--- src/pkg/usrx_pkg.sv ---
// Purpose: constants for the asynchronous serial receiver
// Assumes: 8-bit register port, 40 MHz system clock
// Notes:   offsets are register indexes on addr_in
`default_nettype none
package usrx_pkg;
  // ---------------------------------------------------------------
  // register offsets
  // ---------------------------------------------------------------
  localparam logic [2:0] ADDR_STATUS  = 3'h0; // receive_status_reg
  localparam logic [2:0] ADDR_DATA    = 3'h1; // receive_data_reg
  localparam logic [2:0] ADDR_DIV_LO  = 3'h2; // baud_divisor_low
  localparam logic [2:0] ADDR_DIV_HI  = 3'h3; // baud_divisor_high
  localparam logic [2:0] ADDR_BAUDCTL = 3'h4; // baud_control_reg
  localparam logic [2:0] ADDR_MODE    = 3'h5; // mode and irq control
  // ---------------------------------------------------------------
  // field positions
  // ---------------------------------------------------------------
  localparam int ST_SERIAL_PORT_ENABLE  = 7;
  localparam int ST_RX9   = 6;
  localparam int ST_SREN  = 5;
  localparam int ST_CONTINUOUS_RECEIVE_ENABLE  = 4;
  localparam int ST_ADDRESS_DETECT_ENABLE = 3;
  localparam int ST_FERR  = 2;
  localparam int ST_OERR  = 1;
  localparam int ST_RX9D  = 0;
  localparam int BC_ROLL  = 7;
  localparam int BC_IDLE  = 6;
  localparam int BC_RXPOL = 5;
  localparam int BC_CKPOL = 4;
  localparam int BC_WIDE  = 3;
  localparam int BC_WAKE  = 1;
  localparam int BC_ABD   = 0;
  localparam int MD_FLAG  = 7;
  localparam int MD_HS    = 2;
  localparam int MD_SYNC  = 1;
  localparam int MD_IE    = 0;
  // ---------------------------------------------------------------
  // reset values and timing counts
  // ---------------------------------------------------------------
  localparam logic [7:0] REG_RST      = 8'h00;
  localparam logic [3:0] OS_LAST      = 4'hF; // 16 samples per bit
  localparam logic [3:0] OS_MID       = 4'h7; // middle of start bit
  localparam logic [3:0] BITS8_LAST   = 4'h7;
  localparam logic [3:0] BITS9_LAST   = 4'h8;
  localparam logic [1:0] PRE_SLOW     = 2'h3; // divide by 4 without high speed
  typedef enum logic [1:0] {RX_IDLE, RX_START, RX_DATA, RX_STOP} usrx_state_t;
endpackage
`default_nettype wire

--- src/pkg/usrx_link_if.sv ---
// Purpose: carrier between receiver, baud generator and line sync
// Assumes: single clock domain
// Notes:   none
`timescale 1ns/1ps
`default_nettype none
interface usrx_link_if;
  logic        run;
  logic        wide;
  logic        high_speed;
  logic        rx_invert;
  logic [15:0] divisor;
  logic        os_tick;
  logic        rx_line;
  modport gen  (input run, wide, high_speed, divisor, output os_tick);
  modport sync (input rx_invert, output rx_line);
  modport rx   (output run, wide, high_speed, divisor, rx_invert,
                input os_tick, rx_line);
endinterface
`default_nettype wire

--- src/core/usrx_baud_gen.sv ---
// Purpose: 16x oversampling tick from the baud divisor
// Assumes: divisor stable while run is high
// Notes:   tick period is (divisor+1) clocks, low byte only unless wide, times 4 without high speed
`timescale 1ns/1ps
`default_nettype none
module usrx_baud_gen
  import usrx_pkg::*;
(
  input  wire logic sys_clk_in,
  input  wire logic rst_in,
  usrx_link_if.gen  lnk
);
  logic [1:0]  pre_q, pre_d;
  logic [15:0] cnt_q, cnt_d;
  logic        tick_q, tick_d;
  logic [15:0] div_w;

  // ---------------------------------------------------------------
  // divider; counters held at zero while run is low so the first tick is full
  // ---------------------------------------------------------------
  always_comb begin
    div_w  = lnk.wide ? lnk.divisor : {8'h00, lnk.divisor[7:0]};
    pre_d  = pre_q;
    cnt_d  = cnt_q;
    tick_d = 1'b0;
    if (!lnk.run) begin
      pre_d = 2'h0;
      cnt_d = 16'h0000;
    end else if (pre_q != 2'h0) begin
      pre_d = pre_q - 2'h1;
    end else begin
      pre_d = lnk.high_speed ? 2'h0 : PRE_SLOW;
      if (cnt_q >= div_w) begin
        cnt_d  = 16'h0000;
        tick_d = 1'b1;
      end else begin
        cnt_d = cnt_q + 16'h0001;
      end
    end
  end

  always_ff @(posedge sys_clk_in) begin
    if (rst_in) begin
      pre_q  <= 2'h0;
      cnt_q  <= 16'h0000;
      tick_q <= 1'b0;
    end else begin
      pre_q  <= pre_d;
      cnt_q  <= cnt_d;
      tick_q <= tick_d;
    end
  end

  assign lnk.os_tick = tick_q;
endmodule // usrx_baud_gen
`default_nettype wire

--- src/core/usrx_line_sync.sv ---
// Purpose: bring the receive pin into the clock domain
// Assumes: pin idles high (mark)
// Notes:   polarity applied after the synchroniser
`timescale 1ns/1ps
`default_nettype none
module usrx_line_sync
  import usrx_pkg::*;
(
  input  wire logic sys_clk_in,
  input  wire logic rst_in,
  input  wire logic rx_serial_pin_in,
  usrx_link_if.sync lnk
);
  logic meta_q, sync_q, line_q;
  logic line_d;

  // ---------------------------------------------------------------
  // two-stage sync; only the second stage feeds logic
  // ---------------------------------------------------------------
  always_comb begin
    line_d = sync_q ^ lnk.rx_invert;
  end

  always_ff @(posedge sys_clk_in) begin
    if (rst_in) begin
      meta_q <= 1'b1;
      sync_q <= 1'b1;
      line_q <= 1'b1;
    end else begin
      meta_q <= rx_serial_pin_in;
      sync_q <= meta_q;
      line_q <= line_d;
    end
  end

  assign lnk.rx_line = line_q;
endmodule // usrx_line_sync
`default_nettype wire

--- src/core/usrx_receiver.sv ---
// Purpose: asynchronous serial receive path with address detect
// Assumes: 8-bit register port, read data one cycle after strobe
// Notes:   single-entry receive buffer
// Functional notes
// - receive pin goes through a recovery stage before the shifter
// - recovery stage samples every clock; framing samples at sixteen times the baud rate
// - receive shifter advances once per bit, not per sample
// - nine data bits when nine-bit receive is set, else eight
// - characters accepted only after continuous receive enable is set
// - receive flag on completion; irq only when irq enable set
// - status shows ninth bit and errors; read it before data
// - low eight bits of character shown in receive data register
// - clearing continuous receive enable clears a pending error
// - address detect active while enabled; needs nine-bit mode
// - address detect keeps non-address characters out, no irq
`timescale 1ns/1ps
`default_nettype none
module usrx_receiver
  import usrx_pkg::*;
(
  input  wire logic       sys_clk_in,
  input  wire logic       rst_in,
  input  wire logic [2:0] addr_in,
  input  wire logic [7:0] wr_data_in,
  input  wire logic       wr_en_in,
  input  wire logic       rd_en_in,
  output var  logic [7:0] rd_data_out,
  input  wire logic       rx_serial_pin_in,
  output var  logic       serial_clock_pin_out,
  output var  logic       serial_clock_pin_oe_out,
  output var  logic       rx_irq_req_out
);
  // ---------------------------------------------------------------
  // state
  // ---------------------------------------------------------------
  usrx_state_t state_q, state_d;
  logic [3:0]  os_cnt_q, os_cnt_d;
  logic [3:0]  bit_cnt_q, bit_cnt_d;
  logic [8:0]  shift_q, shift_d;
  logic        serial_port_enable_q, serial_port_enable_d, rx9_q, rx9_d, sren_q, sren_d;
  logic        continuous_receive_enable_q, continuous_receive_enable_d, address_detect_enable_q, address_detect_enable_d;
  logic        ferr_q, ferr_d, oerr_q, oerr_d, rx9d_q, rx9d_d;
  logic        flag_q, flag_d;
  logic [7:0]  data_q, data_d, div_lo_q, div_lo_d, div_hi_q, div_hi_d;
  logic        roll_q, roll_d, rxpol_q, rxpol_d, ckpol_q, ckpol_d;
  logic        wide_q, wide_d, wake_q, wake_d, abd_q, abd_d;
  logic        hs_q, hs_d, sync_q, sync_d, ie_q, ie_d;
  logic [7:0]  rd_data_q, rd_data_d;
  logic        irq_q, irq_d, ck_q, ck_d, ck_oe_q, ck_oe_d;
  logic        rx_en, char_done, stop_bit, accept, pop;
  logic [8:0]  ch;

  usrx_link_if lnk ();

  // ---------------------------------------------------------------
  // recovery stage and baud generator
  // ---------------------------------------------------------------
  usrx_line_sync u_sync (
    .sys_clk_in       (sys_clk_in),
    .rst_in           (rst_in),
    .rx_serial_pin_in (rx_serial_pin_in),
    .lnk              (lnk.sync)
  );

  usrx_baud_gen u_baud (
    .sys_clk_in (sys_clk_in),
    .rst_in     (rst_in),
    .lnk        (lnk.gen)
  );

  // overrun halts reception until the enable is toggled
  assign rx_en          = serial_port_enable_q & continuous_receive_enable_q & ~sync_q & ~oerr_q;
  assign lnk.run        = rx_en;
  assign lnk.wide       = wide_q;
  assign lnk.high_speed = hs_q;
  assign lnk.divisor    = {div_hi_q, div_lo_q};
  assign lnk.rx_invert  = rxpol_q;

  // ---------------------------------------------------------------
  // character framing
  // ---------------------------------------------------------------
  always_comb begin
    state_d   = state_q;
    os_cnt_d  = os_cnt_q;
    bit_cnt_d = bit_cnt_q;
    shift_d   = shift_q;
    char_done = 1'b0;
    stop_bit  = lnk.rx_line;
    case (state_q)
      RX_IDLE: begin
        if (lnk.os_tick && !lnk.rx_line) begin
          state_d  = RX_START;
          os_cnt_d = 4'h0;
        end
      end
      RX_START: begin
        if (lnk.os_tick) begin
          if (os_cnt_q == OS_MID) begin
            // glitch shorter than half a bit is rejected here
            state_d   = lnk.rx_line ? RX_IDLE : RX_DATA;
            os_cnt_d  = 4'h0;
            bit_cnt_d = 4'h0;
          end else begin
            os_cnt_d = os_cnt_q + 4'h1;
          end
        end
      end
      RX_DATA: begin
        if (lnk.os_tick) begin
          if (os_cnt_q == OS_LAST) begin
            os_cnt_d = 4'h0;
            shift_d  = {lnk.rx_line, shift_q[8:1]};
            if (bit_cnt_q == (rx9_q ? BITS9_LAST : BITS8_LAST)) begin
              state_d = RX_STOP;
            end else begin
              bit_cnt_d = bit_cnt_q + 4'h1;
            end
          end else begin
            os_cnt_d = os_cnt_q + 4'h1;
          end
        end
      end
      RX_STOP: begin
        if (lnk.os_tick) begin
          if (os_cnt_q == OS_LAST) begin
            state_d   = RX_IDLE;
            char_done = 1'b1;
          end else begin
            os_cnt_d = os_cnt_q + 4'h1;
          end
        end
      end
      default: state_d = RX_IDLE;
    endcase
    if (!rx_en) begin
      state_d   = RX_IDLE;
      char_done = 1'b0;
    end
  end

  always_ff @(posedge sys_clk_in) begin
    if (rst_in) begin
      state_q   <= RX_IDLE;
      os_cnt_q  <= 4'h0;
      bit_cnt_q <= 4'h0;
      shift_q   <= 9'h000;
    end else begin
      state_q   <= state_d;
      os_cnt_q  <= os_cnt_d;
      bit_cnt_q <= bit_cnt_d;
      shift_q   <= shift_d;
    end
  end

  // ---------------------------------------------------------------
  // register file and receive buffer
  // ---------------------------------------------------------------
  assign ch     = rx9_q ? shift_q : {1'b0, shift_q[8:1]};
  assign accept = char_done & ~(address_detect_enable_q & ~ch[8]);
  assign pop    = rd_en_in & (addr_in == ADDR_DATA);

  always_comb begin
    {serial_port_enable_d, rx9_d, sren_d, continuous_receive_enable_d, address_detect_enable_d} = {serial_port_enable_q, rx9_q, sren_q, continuous_receive_enable_q, address_detect_enable_q};
    {ferr_d, oerr_d, rx9d_d, flag_d, data_d} = {ferr_q, oerr_q, rx9d_q, flag_q, data_q};
    {div_lo_d, div_hi_d} = {div_lo_q, div_hi_q};
    {roll_d, rxpol_d, ckpol_d, wide_d, wake_d, abd_d} =
      {roll_q, rxpol_q, ckpol_q, wide_q, wake_q, abd_q};
    {hs_d, sync_d, ie_d} = {hs_q, sync_q, ie_q};
    if (wr_en_in) begin
      case (addr_in)
        ADDR_STATUS: begin
          serial_port_enable_d  = wr_data_in[ST_SERIAL_PORT_ENABLE];
          rx9_d   = wr_data_in[ST_RX9];
          sren_d  = wr_data_in[ST_SREN];
          continuous_receive_enable_d  = wr_data_in[ST_CONTINUOUS_RECEIVE_ENABLE];
          address_detect_enable_d = wr_data_in[ST_ADDRESS_DETECT_ENABLE];
          if (!wr_data_in[ST_CONTINUOUS_RECEIVE_ENABLE]) begin
            oerr_d = 1'b0;
            ferr_d = 1'b0;
          end
        end
        ADDR_DIV_LO: div_lo_d = wr_data_in;
        ADDR_DIV_HI: div_hi_d = wr_data_in;
        ADDR_BAUDCTL: begin
          roll_d  = roll_q & wr_data_in[BC_ROLL]; // clear only
          rxpol_d = wr_data_in[BC_RXPOL];
          ckpol_d = wr_data_in[BC_CKPOL];
          wide_d  = wr_data_in[BC_WIDE];
          wake_d  = wr_data_in[BC_WAKE];
          abd_d   = wr_data_in[BC_ABD];
        end
        ADDR_MODE: begin
          hs_d   = wr_data_in[MD_HS];
          sync_d = wr_data_in[MD_SYNC];
          ie_d   = wr_data_in[MD_IE];
        end
        default: ;
      endcase
    end
    // reading the data frees the buffer and its per-character error
    if (pop) begin
      flag_d = 1'b0;
      ferr_d = 1'b0;
    end
    // completion last so a same-cycle set beats any clear
    if (accept) begin
      if (flag_q && !pop) begin
        oerr_d = 1'b1;
      end else begin
        data_d = ch[7:0];
        rx9d_d = ch[8];
        ferr_d = ~stop_bit;
        flag_d = 1'b1;
      end
    end
  end

  // read mux; data valid only in the cycle after the strobe
  always_comb begin
    rd_data_d = 8'h00;
    if (rd_en_in) begin
      case (addr_in)
        ADDR_STATUS:  rd_data_d = {serial_port_enable_q, rx9_q, sren_q, continuous_receive_enable_q, address_detect_enable_q,
                                   ferr_q, oerr_q, rx9d_q};
        ADDR_DATA:    rd_data_d = data_q;
        ADDR_DIV_LO:  rd_data_d = div_lo_q;
        ADDR_DIV_HI:  rd_data_d = div_hi_q;
        ADDR_BAUDCTL: rd_data_d = {roll_q, state_q == RX_IDLE, rxpol_q, ckpol_q,
                                   wide_q, 1'b0, wake_q, abd_q};
        ADDR_MODE:    rd_data_d = {flag_q, 4'h0, hs_q, sync_q, ie_q};
        default:      rd_data_d = 8'h00;
      endcase
    end
    irq_d   = flag_q & ie_q;
    ck_d    = ckpol_q;
    ck_oe_d = serial_port_enable_q & sync_q;
  end

  always_ff @(posedge sys_clk_in) begin
    if (rst_in) begin
      {serial_port_enable_q, rx9_q, sren_q, continuous_receive_enable_q, address_detect_enable_q} <= 5'h00;
      {ferr_q, oerr_q, rx9d_q, flag_q} <= 4'h0;
      data_q    <= REG_RST;
      div_lo_q  <= REG_RST;
      div_hi_q  <= REG_RST;
      {roll_q, rxpol_q, ckpol_q, wide_q, wake_q, abd_q} <= 6'h00;
      {hs_q, sync_q, ie_q} <= 3'h0;
      rd_data_q <= 8'h00;
      {irq_q, ck_q, ck_oe_q} <= 3'h0;
    end else begin
      {serial_port_enable_q, rx9_q, sren_q, continuous_receive_enable_q, address_detect_enable_q} <= {serial_port_enable_d, rx9_d, sren_d, continuous_receive_enable_d, address_detect_enable_d};
      {ferr_q, oerr_q, rx9d_q, flag_q} <= {ferr_d, oerr_d, rx9d_d, flag_d};
      data_q    <= data_d;
      div_lo_q  <= div_lo_d;
      div_hi_q  <= div_hi_d;
      {roll_q, rxpol_q, ckpol_q, wide_q, wake_q, abd_q} <=
        {roll_d, rxpol_d, ckpol_d, wide_d, wake_d, abd_d};
      {hs_q, sync_q, ie_q} <= {hs_d, sync_d, ie_d};
      rd_data_q <= rd_data_d;
      {irq_q, ck_q, ck_oe_q} <= {irq_d, ck_d, ck_oe_d};
    end
  end

  assign rd_data_out             = rd_data_q;
  assign rx_irq_req_out          = irq_q;
  assign serial_clock_pin_out    = ck_q;
  assign serial_clock_pin_oe_out = ck_oe_q;
endmodule // usrx_receiver
`default_nettype wire

--- config.mk ---
export PLATFORM = sky130hd
export DESIGN_NAME = usrx_receiver
export DESIGN_NICKNAME = d
export VERILOG_FILES = /design/src/pkg/usrx_pkg.sv /design/src/pkg/usrx_link_if.sv /design/src/core/usrx_baud_gen.sv /design/src/core/usrx_line_sync.sv /design/src/core/usrx_receiver.sv
export SDC_FILE = /design/constraint.sdc
export NUM_CORES = 1
export LEC_CHECK = 0
export BUFFER_PORTS_ARGS = -buffer_cell sky130_fd_sc_hd__buf_2
export CAP_MARGIN = 20
export CORE_MARGIN = 5
export CORE_UTILIZATION = 43
export DETAILED_ROUTE_END_ITERATION = 8
export PLACE_DENSITY = 0.69
export SYNTH_ARGS = -nofsm -noshare
export SYNTH_HDL_FRONTEND = slang
export SYNTH_SLANG_ARGS = --single-unit
--- constraint.sdc ---
create_clock -name sys_clk_in -period 3.6 [get_ports sys_clk_in]
set_input_delay 0.36 -clock sys_clk_in [delete_from_list [all_inputs] [get_ports sys_clk_in]]
set_output_delay 0.36 -clock sys_clk_in [all_outputs]
set_load 0.03 [all_outputs]
==> results of run 1 <==
## flip-flops by register name (all words and copies together) (netlist names), 2 cells and up, named ones only
| signal | cells |
|---|---|
| bit_cnt_q | 4 |
| u_baud.pre_q | 2 |
| shift_q | 9 |
| rd_data_out | 8 |
| os_cnt_q | 4 |
| data_q | 8 |
| div_lo_q | 8 |
| u_baud.cnt_q | 16 |
| div_hi_q | 8 |
## synthesized netlist by cell type, types with 4 or more instances
cell type	number
buf_6	4
and2_1	6
xor2_1	6
a22oi_1	9
and3_1	5
inv_1	11
nand2b_1	8
o21ai_0	13
buf_1	4
mux2_2	11
nor2_1	56
clkbuf_1	12
or2_2	4
o22a_1	4
xnor2_1	9
buf_2	6
nor3_1	24
mux2i_1	32
nand3_1	11
nand4_1	9
nor2b_1	12
a21oi_1	37
nand2_1	78
ha_1	19
dfxtp_1	94
## where the power goes
group | internal, mW | total [mW] | switching [mW]
Combinational | 0.0361 | 0.100 | 0.0642
Sequential | 1.05 | 1.06 | 0.0118
Clock | 0.316 | 0.691 | 0.375
Total | 1.40 | 1.85 | 0.451
## stage by stage
| step | hold slack (ns) | util | setup WS [ns] | instances | cell area (um2) |
|---|---|---|---|---|---|
| after floorplan | 0.389 | - | 1.38 | 529 | 4610 |
| after global placement | 0.395 | 0.458 | 1.40 | 665 | 4770 |
| after detailed placement | 0.400 | 0.458 | 1.21 | 665 | 4770 |
| after CTS | 0.159 | 0.476 | 1.19 | 680 | 4960 |
| after global routing | 0.160 | 0.476 | 1.03 | 680 | 4960 |
| final | 0.172 | 0.476 | 1.17 | 680 | 4960 |
## area by class of cell
cell class | count | share of cell area
well taps | 136 | 0.0343
repair buffers | 29 | 0.0308
clock buffers | 9 | 0.0250
clock inverters | 6 | 0.0129
inverters | 11 | 0.00832
flip-flops and latches | 94 | 0.379
multi-input cells | 395 | 0.510
## cells by family after synthesis
| kind of cell | count (synthesis) | synth area share |
|---|---|---|
| simple gates | 234 | 0.245 |
| flops | 94 | 0.408 |
| compound gates | 80 | 0.109 |
| mux | 47 | 0.114 |
| buf+inv | 40 | 0.0442 |
| fa+ha+maj | 19 | 0.0515 |
| xor+xnor | 15 | 0.0285 |
## worst register-to-register path, stage by stage (launching register included)
cell,delay (ns)
dfxtp_1,0.53
nand2_1,0.12
ha_1,0.33
nand4_1,0.18
nor2_1,0.08
nor4_1,0.50
a311oi_2,0.17
buf_4,0.22
nor3_1,0.23
## metal layers
layer | routed length [um] | up-vias | part of all wire | track usage
met5 | 0 | - | 0 | 0
met4 | 199 | 0 | 0.018 | 0.0633
met3 | 695 | 16 | 0.065 | 0.0345
met2 | 4850 | 109 | 0.45 | 0.267
met1 | 5030 | 1765 | 0.47 | 0.245
li1 | - | 1858 | - | -
## cells in the final DEF (no fill, tap or decap), types with 3 or more instances in the layout
| cell type | count |
|---|---|
| a21oi_1 | 37 |
| a22oi_1 | 9 |
| a31oi_1 | 3 |
| and2_1 | 6 |
| and3_1 | 5 |
| and4_1 | 3 |
| buf_2 | 26 |
| buf_4 | 3 |
| clkbuf_8 | 9 |
| dfxtp_1 | 94 |
| ha_1 | 19 |
| inv_1 | 11 |
| mux2_2 | 11 |
| mux2i_1 | 32 |
| mux4_2 | 3 |
| nand2_1 | 78 |
| nand2b_1 | 8 |
| nand3_1 | 11 |
| nand4_1 | 9 |
| nor2_1 | 56 |
| nor2b_1 | 12 |
| nor3_1 | 24 |
| nor3b_1 | 3 |
| o21ai_0 | 13 |
| o22a_1 | 4 |
| or2_2 | 4 |
| xnor2_1 | 9 |
| xor2_1 | 6 |
## how the worst max path moves through the flow
| stage | depth (start not counted) | endpoint | start | slack (ns) |
|---|---|---|---|---|
| floorplan | 9 | u_baud.cnt_q[3] | lnk.wide | 1.38 |
| global placement | 8 | u_baud.lnk.os_tick | lnk.wide | 1.40 |
| detailed placement | 8 | u_baud.cnt_q[6] | lnk.wide | 1.21 |
| CTS | 8 | u_baud.cnt_q[6] | lnk.wide | 1.19 |
| global route | 8 | u_baud.cnt_q[5] | lnk.wide | 1.03 |
| finish | 8 | u_baud.cnt_q[6] | lnk.wide | 1.17 |
==> summary.txt, run 1 <==
Clock network
  • CTS HTree Levels: 3
  • Clock slew at reported path FFs: 0.09 ns
  • Root buf cell: clkbuf_8
  • CTS tree: yes
  • Cts repair resizes: 0
  • Clk sinks: 94
  • Postcts setup bufs: 0
  • # hold bufs at CTS: 0
  • Max Root-Sink Buffers: 2
  • Clk Latency, worst-skew pair: 0.37 ns
  • Num CTS Buffers: 9

Detailed routing
  • Routed WL: 10,800 um
  • Avg WL per Cell: 15.8 um
  • Via count: 3,748
  • Number of nets still failing antenna checks after routing: 0
  • Remaining DRCs: 0
  • Initial drt markers: 259
  • First-pass DRT Iterations: 5
  • Vias/cell: 5.51

Finish
  • Fraction of final layout cells sized beyond drive strength 1: 0.132
  • Final-layout fill cell count: 1,030
  • Register Area: 1880 um2
  • Nets@finish: 575
  • Area grow syn2layout: 7.54%
  • ANT cells: 0
  • Multi-input logic area: 2530 um2

Timing
  • Post-route clock period utilization: 0.674
  • Pins Over Slew Limit: 0
  • Slew at the pin closest to its max-slew limit: 0.681 ns
  • Setup TNS: 0 ns
  • Setup-failing EPs final: 0
  • Fmax: 412 MHz
  • Setup Skew: 0.0102 ns
  • Fin crit period: 2.43 ns
  • Final hold vios: 0
  • RSZ-0062 raised after global routing: false
  • Relative slew margins: 0.542

Setup path
  • Worst r2r src: lnk.wide
  • CP max stage delay: 0.53 ns
  • Critical Path Source Type: flip-flop
  • R2r setup slk: 1.17 ns
  • R2r endpoint: u_baud.cnt_q[6]
  • Worst EP arrival: 2.71 ns
  • CP Cell Sequence: nand2_1, ha_1, nand4_1, nor2_1, nor4_1, a311oi_2, buf_4, nor3_1
  • Type of the worst setup path: reg -> reg
  • Bufs and invs on worst path: 1
  • CP required: 3.88 ns
  • Top delay family on crit path: simple AND/OR/NAND/NOR gates
  • CP max FO: 16
  • Reg2Reg Depth: 8
  • Slowest cell on crit path: dfxtp_1
  • Crit. End Element: flip-flop

Placed design
  • Port bufs: 26
  • Final HPWL DP: 7780 um
  • Gpl congestion: 0.922

Synth
  • Synth area leader: dfxtp_1
  • Cells after Synth: 529
  • Mapped Nets: 564
  • Post-Syn Area per Cell: 8.72 um2
  • Post-synth EDFFs: 0
  • FF+latch count, synth: 94
  • Top FF cell, synth: dfxtp_1
  • Synth top area share: 0.408
  • FFs w/ async S/R, synth: 0
  • Syn Std Cell Area: 4610 um2
  • Synth area leaders: dfxtp_1 41%, mux2i_1 6.9%, nand2_1 6.3%, ha_1 5.2%, nor2_1 4.6%
  • Yosys warns: 0
  • Library cells used by synthesis: 57
  • Register area share after synthesis: 0.408

Min path
  • Worst hold start: rx_serial_pin_in
  • Worst Hold End: u_sync.meta_q
  • Worst min path class: in -> reg
  • Hold path depth: 2

Floorplanning
  • Die area: 12,900 um2
  • Die width: 114 um
  • FP Rows: 37
  • Ports: 27
  • Core Footprint: 10,400 um2
  • Chip height: 114 um
  • Initial Utilization: 0.443

Global routing
  • Total Routing Usage GR: 0.175
  • Initial antenna violation count: 0
  • Pin count of the biggest net entering global routing: 47
  • First-pass GRT wire length: 18,100 um
  • Number of global-route vias before repair: 3,680
  • Global route total overflow: 0

Pwr
  • PD cells: 373 nW/um2
  • Static Leakage: 1.83 nW
  • Peak supply drop: 0.201 mV
  • Pwr Total: 1.85 mW

Status
  • Status: complete, no violations

Job
  • Max_cap viols: 0
(Power assumes the default switching activity.)
==> run 2: changes to the inputs <==
- clock period: 3.6 -> 2.3 ns (I/O delays scaled with it)
==> summary.txt, run 2 (synthesis gave the netlist of run 1 again) <==
Status
  • Status: complete, no violations

Timing
  • Fmax: 476 MHz
  • Slew at the pin closest to its max-slew limit: 0.676 ns
  • Final hold vios: 0
  • Relative slew margins: 0.549
  • Setup Skew: 0.00799 ns
  • Final hold slack: 0.0502 ns
  • Fin crit period: 2.10 ns
  • Pins Over Slew Limit: 0
  • RSZ-0062 raised after global routing: false
  • Setup TNS: 0 ns
  • Setup-failing EPs final: 0
  • Final worst setup slack: 0.200 ns
  • Post-route clock period utilization: 0.913

Clock network
  • Max Root-Sink Buffers: 2
  • CTS HTree Levels: 3
  • CTS tree: yes
  • Clock slew at reported path FFs: 0.09 ns
  • Clk Latency, worst-skew pair: 0.36 ns
  • Num CTS Buffers: 9
  • Clk sinks: 94
  • Root buf cell: clkbuf_8
  • Postcts setup bufs: 0

Placed design
  • Final HPWL DP: 7850 um
  • Gpl congestion: 0.884
  • Pre-CTS setup slack: 0.0667 ns
  • Port bufs: 26

Global routing
  • Gr busiest metal: met2
  • Number of global-route vias before repair: 3,580
  • GRT met1 Usage: 0.234
  • Grt met3 use: 0.0308
  • Initial antenna violation count: 0
  • Met2 Resource Use GR: 0.260
  • Pin count of the biggest net entering global routing: 42
  • Global route total overflow: 0
  • Total Routing Usage GR: 0.169
  • First-pass GRT wire length: 17,600 um

Finish
  • Most common cell after layout, fill and taps aside: dfxtp_1
  • Fin util: 0.482
  • ANT cells: 0
  • Area grow syn2layout: 8.70%
  • Largest registers: u_baud.cnt_q (16), shift_q (9)
  • Final-layout fill cell count: 1,031
  • Commonest non-fill, non-tap cells in the layout: 93 x dfxtp_1, 78 x nand2_1, 56 x nor2_1
  • Fraction of final layout cells sized beyond drive strength 1: 0.147
  • Max reg flops: 16
  • Largest register by flop count: u_baud.cnt_q
  • Register Area: 1880 um2
  • Multi-input logic area: 2530 um2
  • Nets@finish: 583

Floorplanning
  • Initial Utilization: 0.443
  • Die area: 12,900 um2
  • Core Footprint: 10,400 um2
  • Die width: 114 um
  • Chip height: 114 um
  • FP Rows: 37
  • Ports: 27

Detailed routing
  • Remaining DRCs: 0
  • Initial drt markers: 201
  • Vias/cell: 5.50
  • Via count: 3,786
  • First-pass DRT Iterations: 4
  • Avg WL per Cell: 15.3 um
  • Number of nets still failing antenna checks after routing: 0
  • Routed WL: 10,500 um

Job
  • Max_cap viols: 0

Setup path
  • CP required: 2.52 ns
  • Worst r2r src: lnk.wide
  • CP max FO: 16
  • Crit. End Element: flip-flop
  • CP Launch Point: lnk.wide
  • Worst EP arrival: 2.32 ns
  • Critical Path Source Type: flip-flop
  • Type of the worst setup path: reg -> reg

Pwr
  • PD cells: 563 nW/um2
  • Pwr Total: 2.82 mW
  • Static Leakage: 1.86 nW
  • Peak supply drop: 0.261 mV

Min path
  • Worst hold start: rx_serial_pin_in
  • Worst min path class: in -> reg
==> run 2: cell types whose count changed in the layout (fill, tap and decap cells not counted), sizes merged <==
cell	delta
buf	+8
inv	+1
bufinv	-1
clkbuf	+2
clkinv	-2
==> run 2: report_power, final <==
group          leakage (nW)  internal (mW)  switching [mW]
sequential            0.759           1.64          0.0171
combinational          1.02         0.0613           0.102
clock                0.0820          0.423           0.575
==> run 2: per-stage QoR <==
stage | cells | instance area [um2]
6_report | 688 | 5020
5_1_grt | 688 | 5020
4_1_cts | 688 | 5010
3_5_place_dp | 673 | 4830
3_3_place_gp | 673 | 4830
2_1_floorplan | 529 | 4610
==> run 2: timing repair <==
action / in CTS / in global routing
setup endpoints to repair: 0 / 16
gates resized for setup: 0 / 2
hold buffers: 0 / 0
==> run 2: worst paths after layout <==
| path | to | slack, ns | cells after the start |
|---|---|---|---|
| worst max-delay path | u_baud.cnt_q[6] | 0.20 | 8 |
| worst min-delay path | u_sync.meta_q | 0.05 | 2 |
| worst max register to register | u_baud.cnt_q[6] | 0.20 | 8 |
| worst min register to register | u_sync.sync_q | 0.42 | 1 |
==> run 2: critical path, stage by stage, from the launching register on <==
cell and delay (ns):
dfxtp_2 0.42, nand2_1 0.08, ha_1 0.31, nand4_1 0.17, nor3_2 0.28, o311ai_2 0.16, a311oi_2 0.21, buf_4 0.25
nor3_1 0.08
==> run 2: routing by layer <==
layer  wire, um  up-vias  part of all wire
met3        566       28             0.054
met5          0        -                 0
met4        329        0             0.031
met2       4630      105              0.44
li1           -     1872                 -
met1       5020     1781              0.48
==> run 2: final cells by class <==
| type | count | share of cell area |
|---|---|---|
| sequential | 94 | 0.375 |
| timing repair buffer | 37 | 0.0424 |
| multi-input combinational | 395 | 0.505 |
| inverter | 11 | 0.00823 |
| tap | 136 | 0.0339 |
| clock buffer | 11 | 0.0282 |
| clock inverter | 4 | 0.00649 |
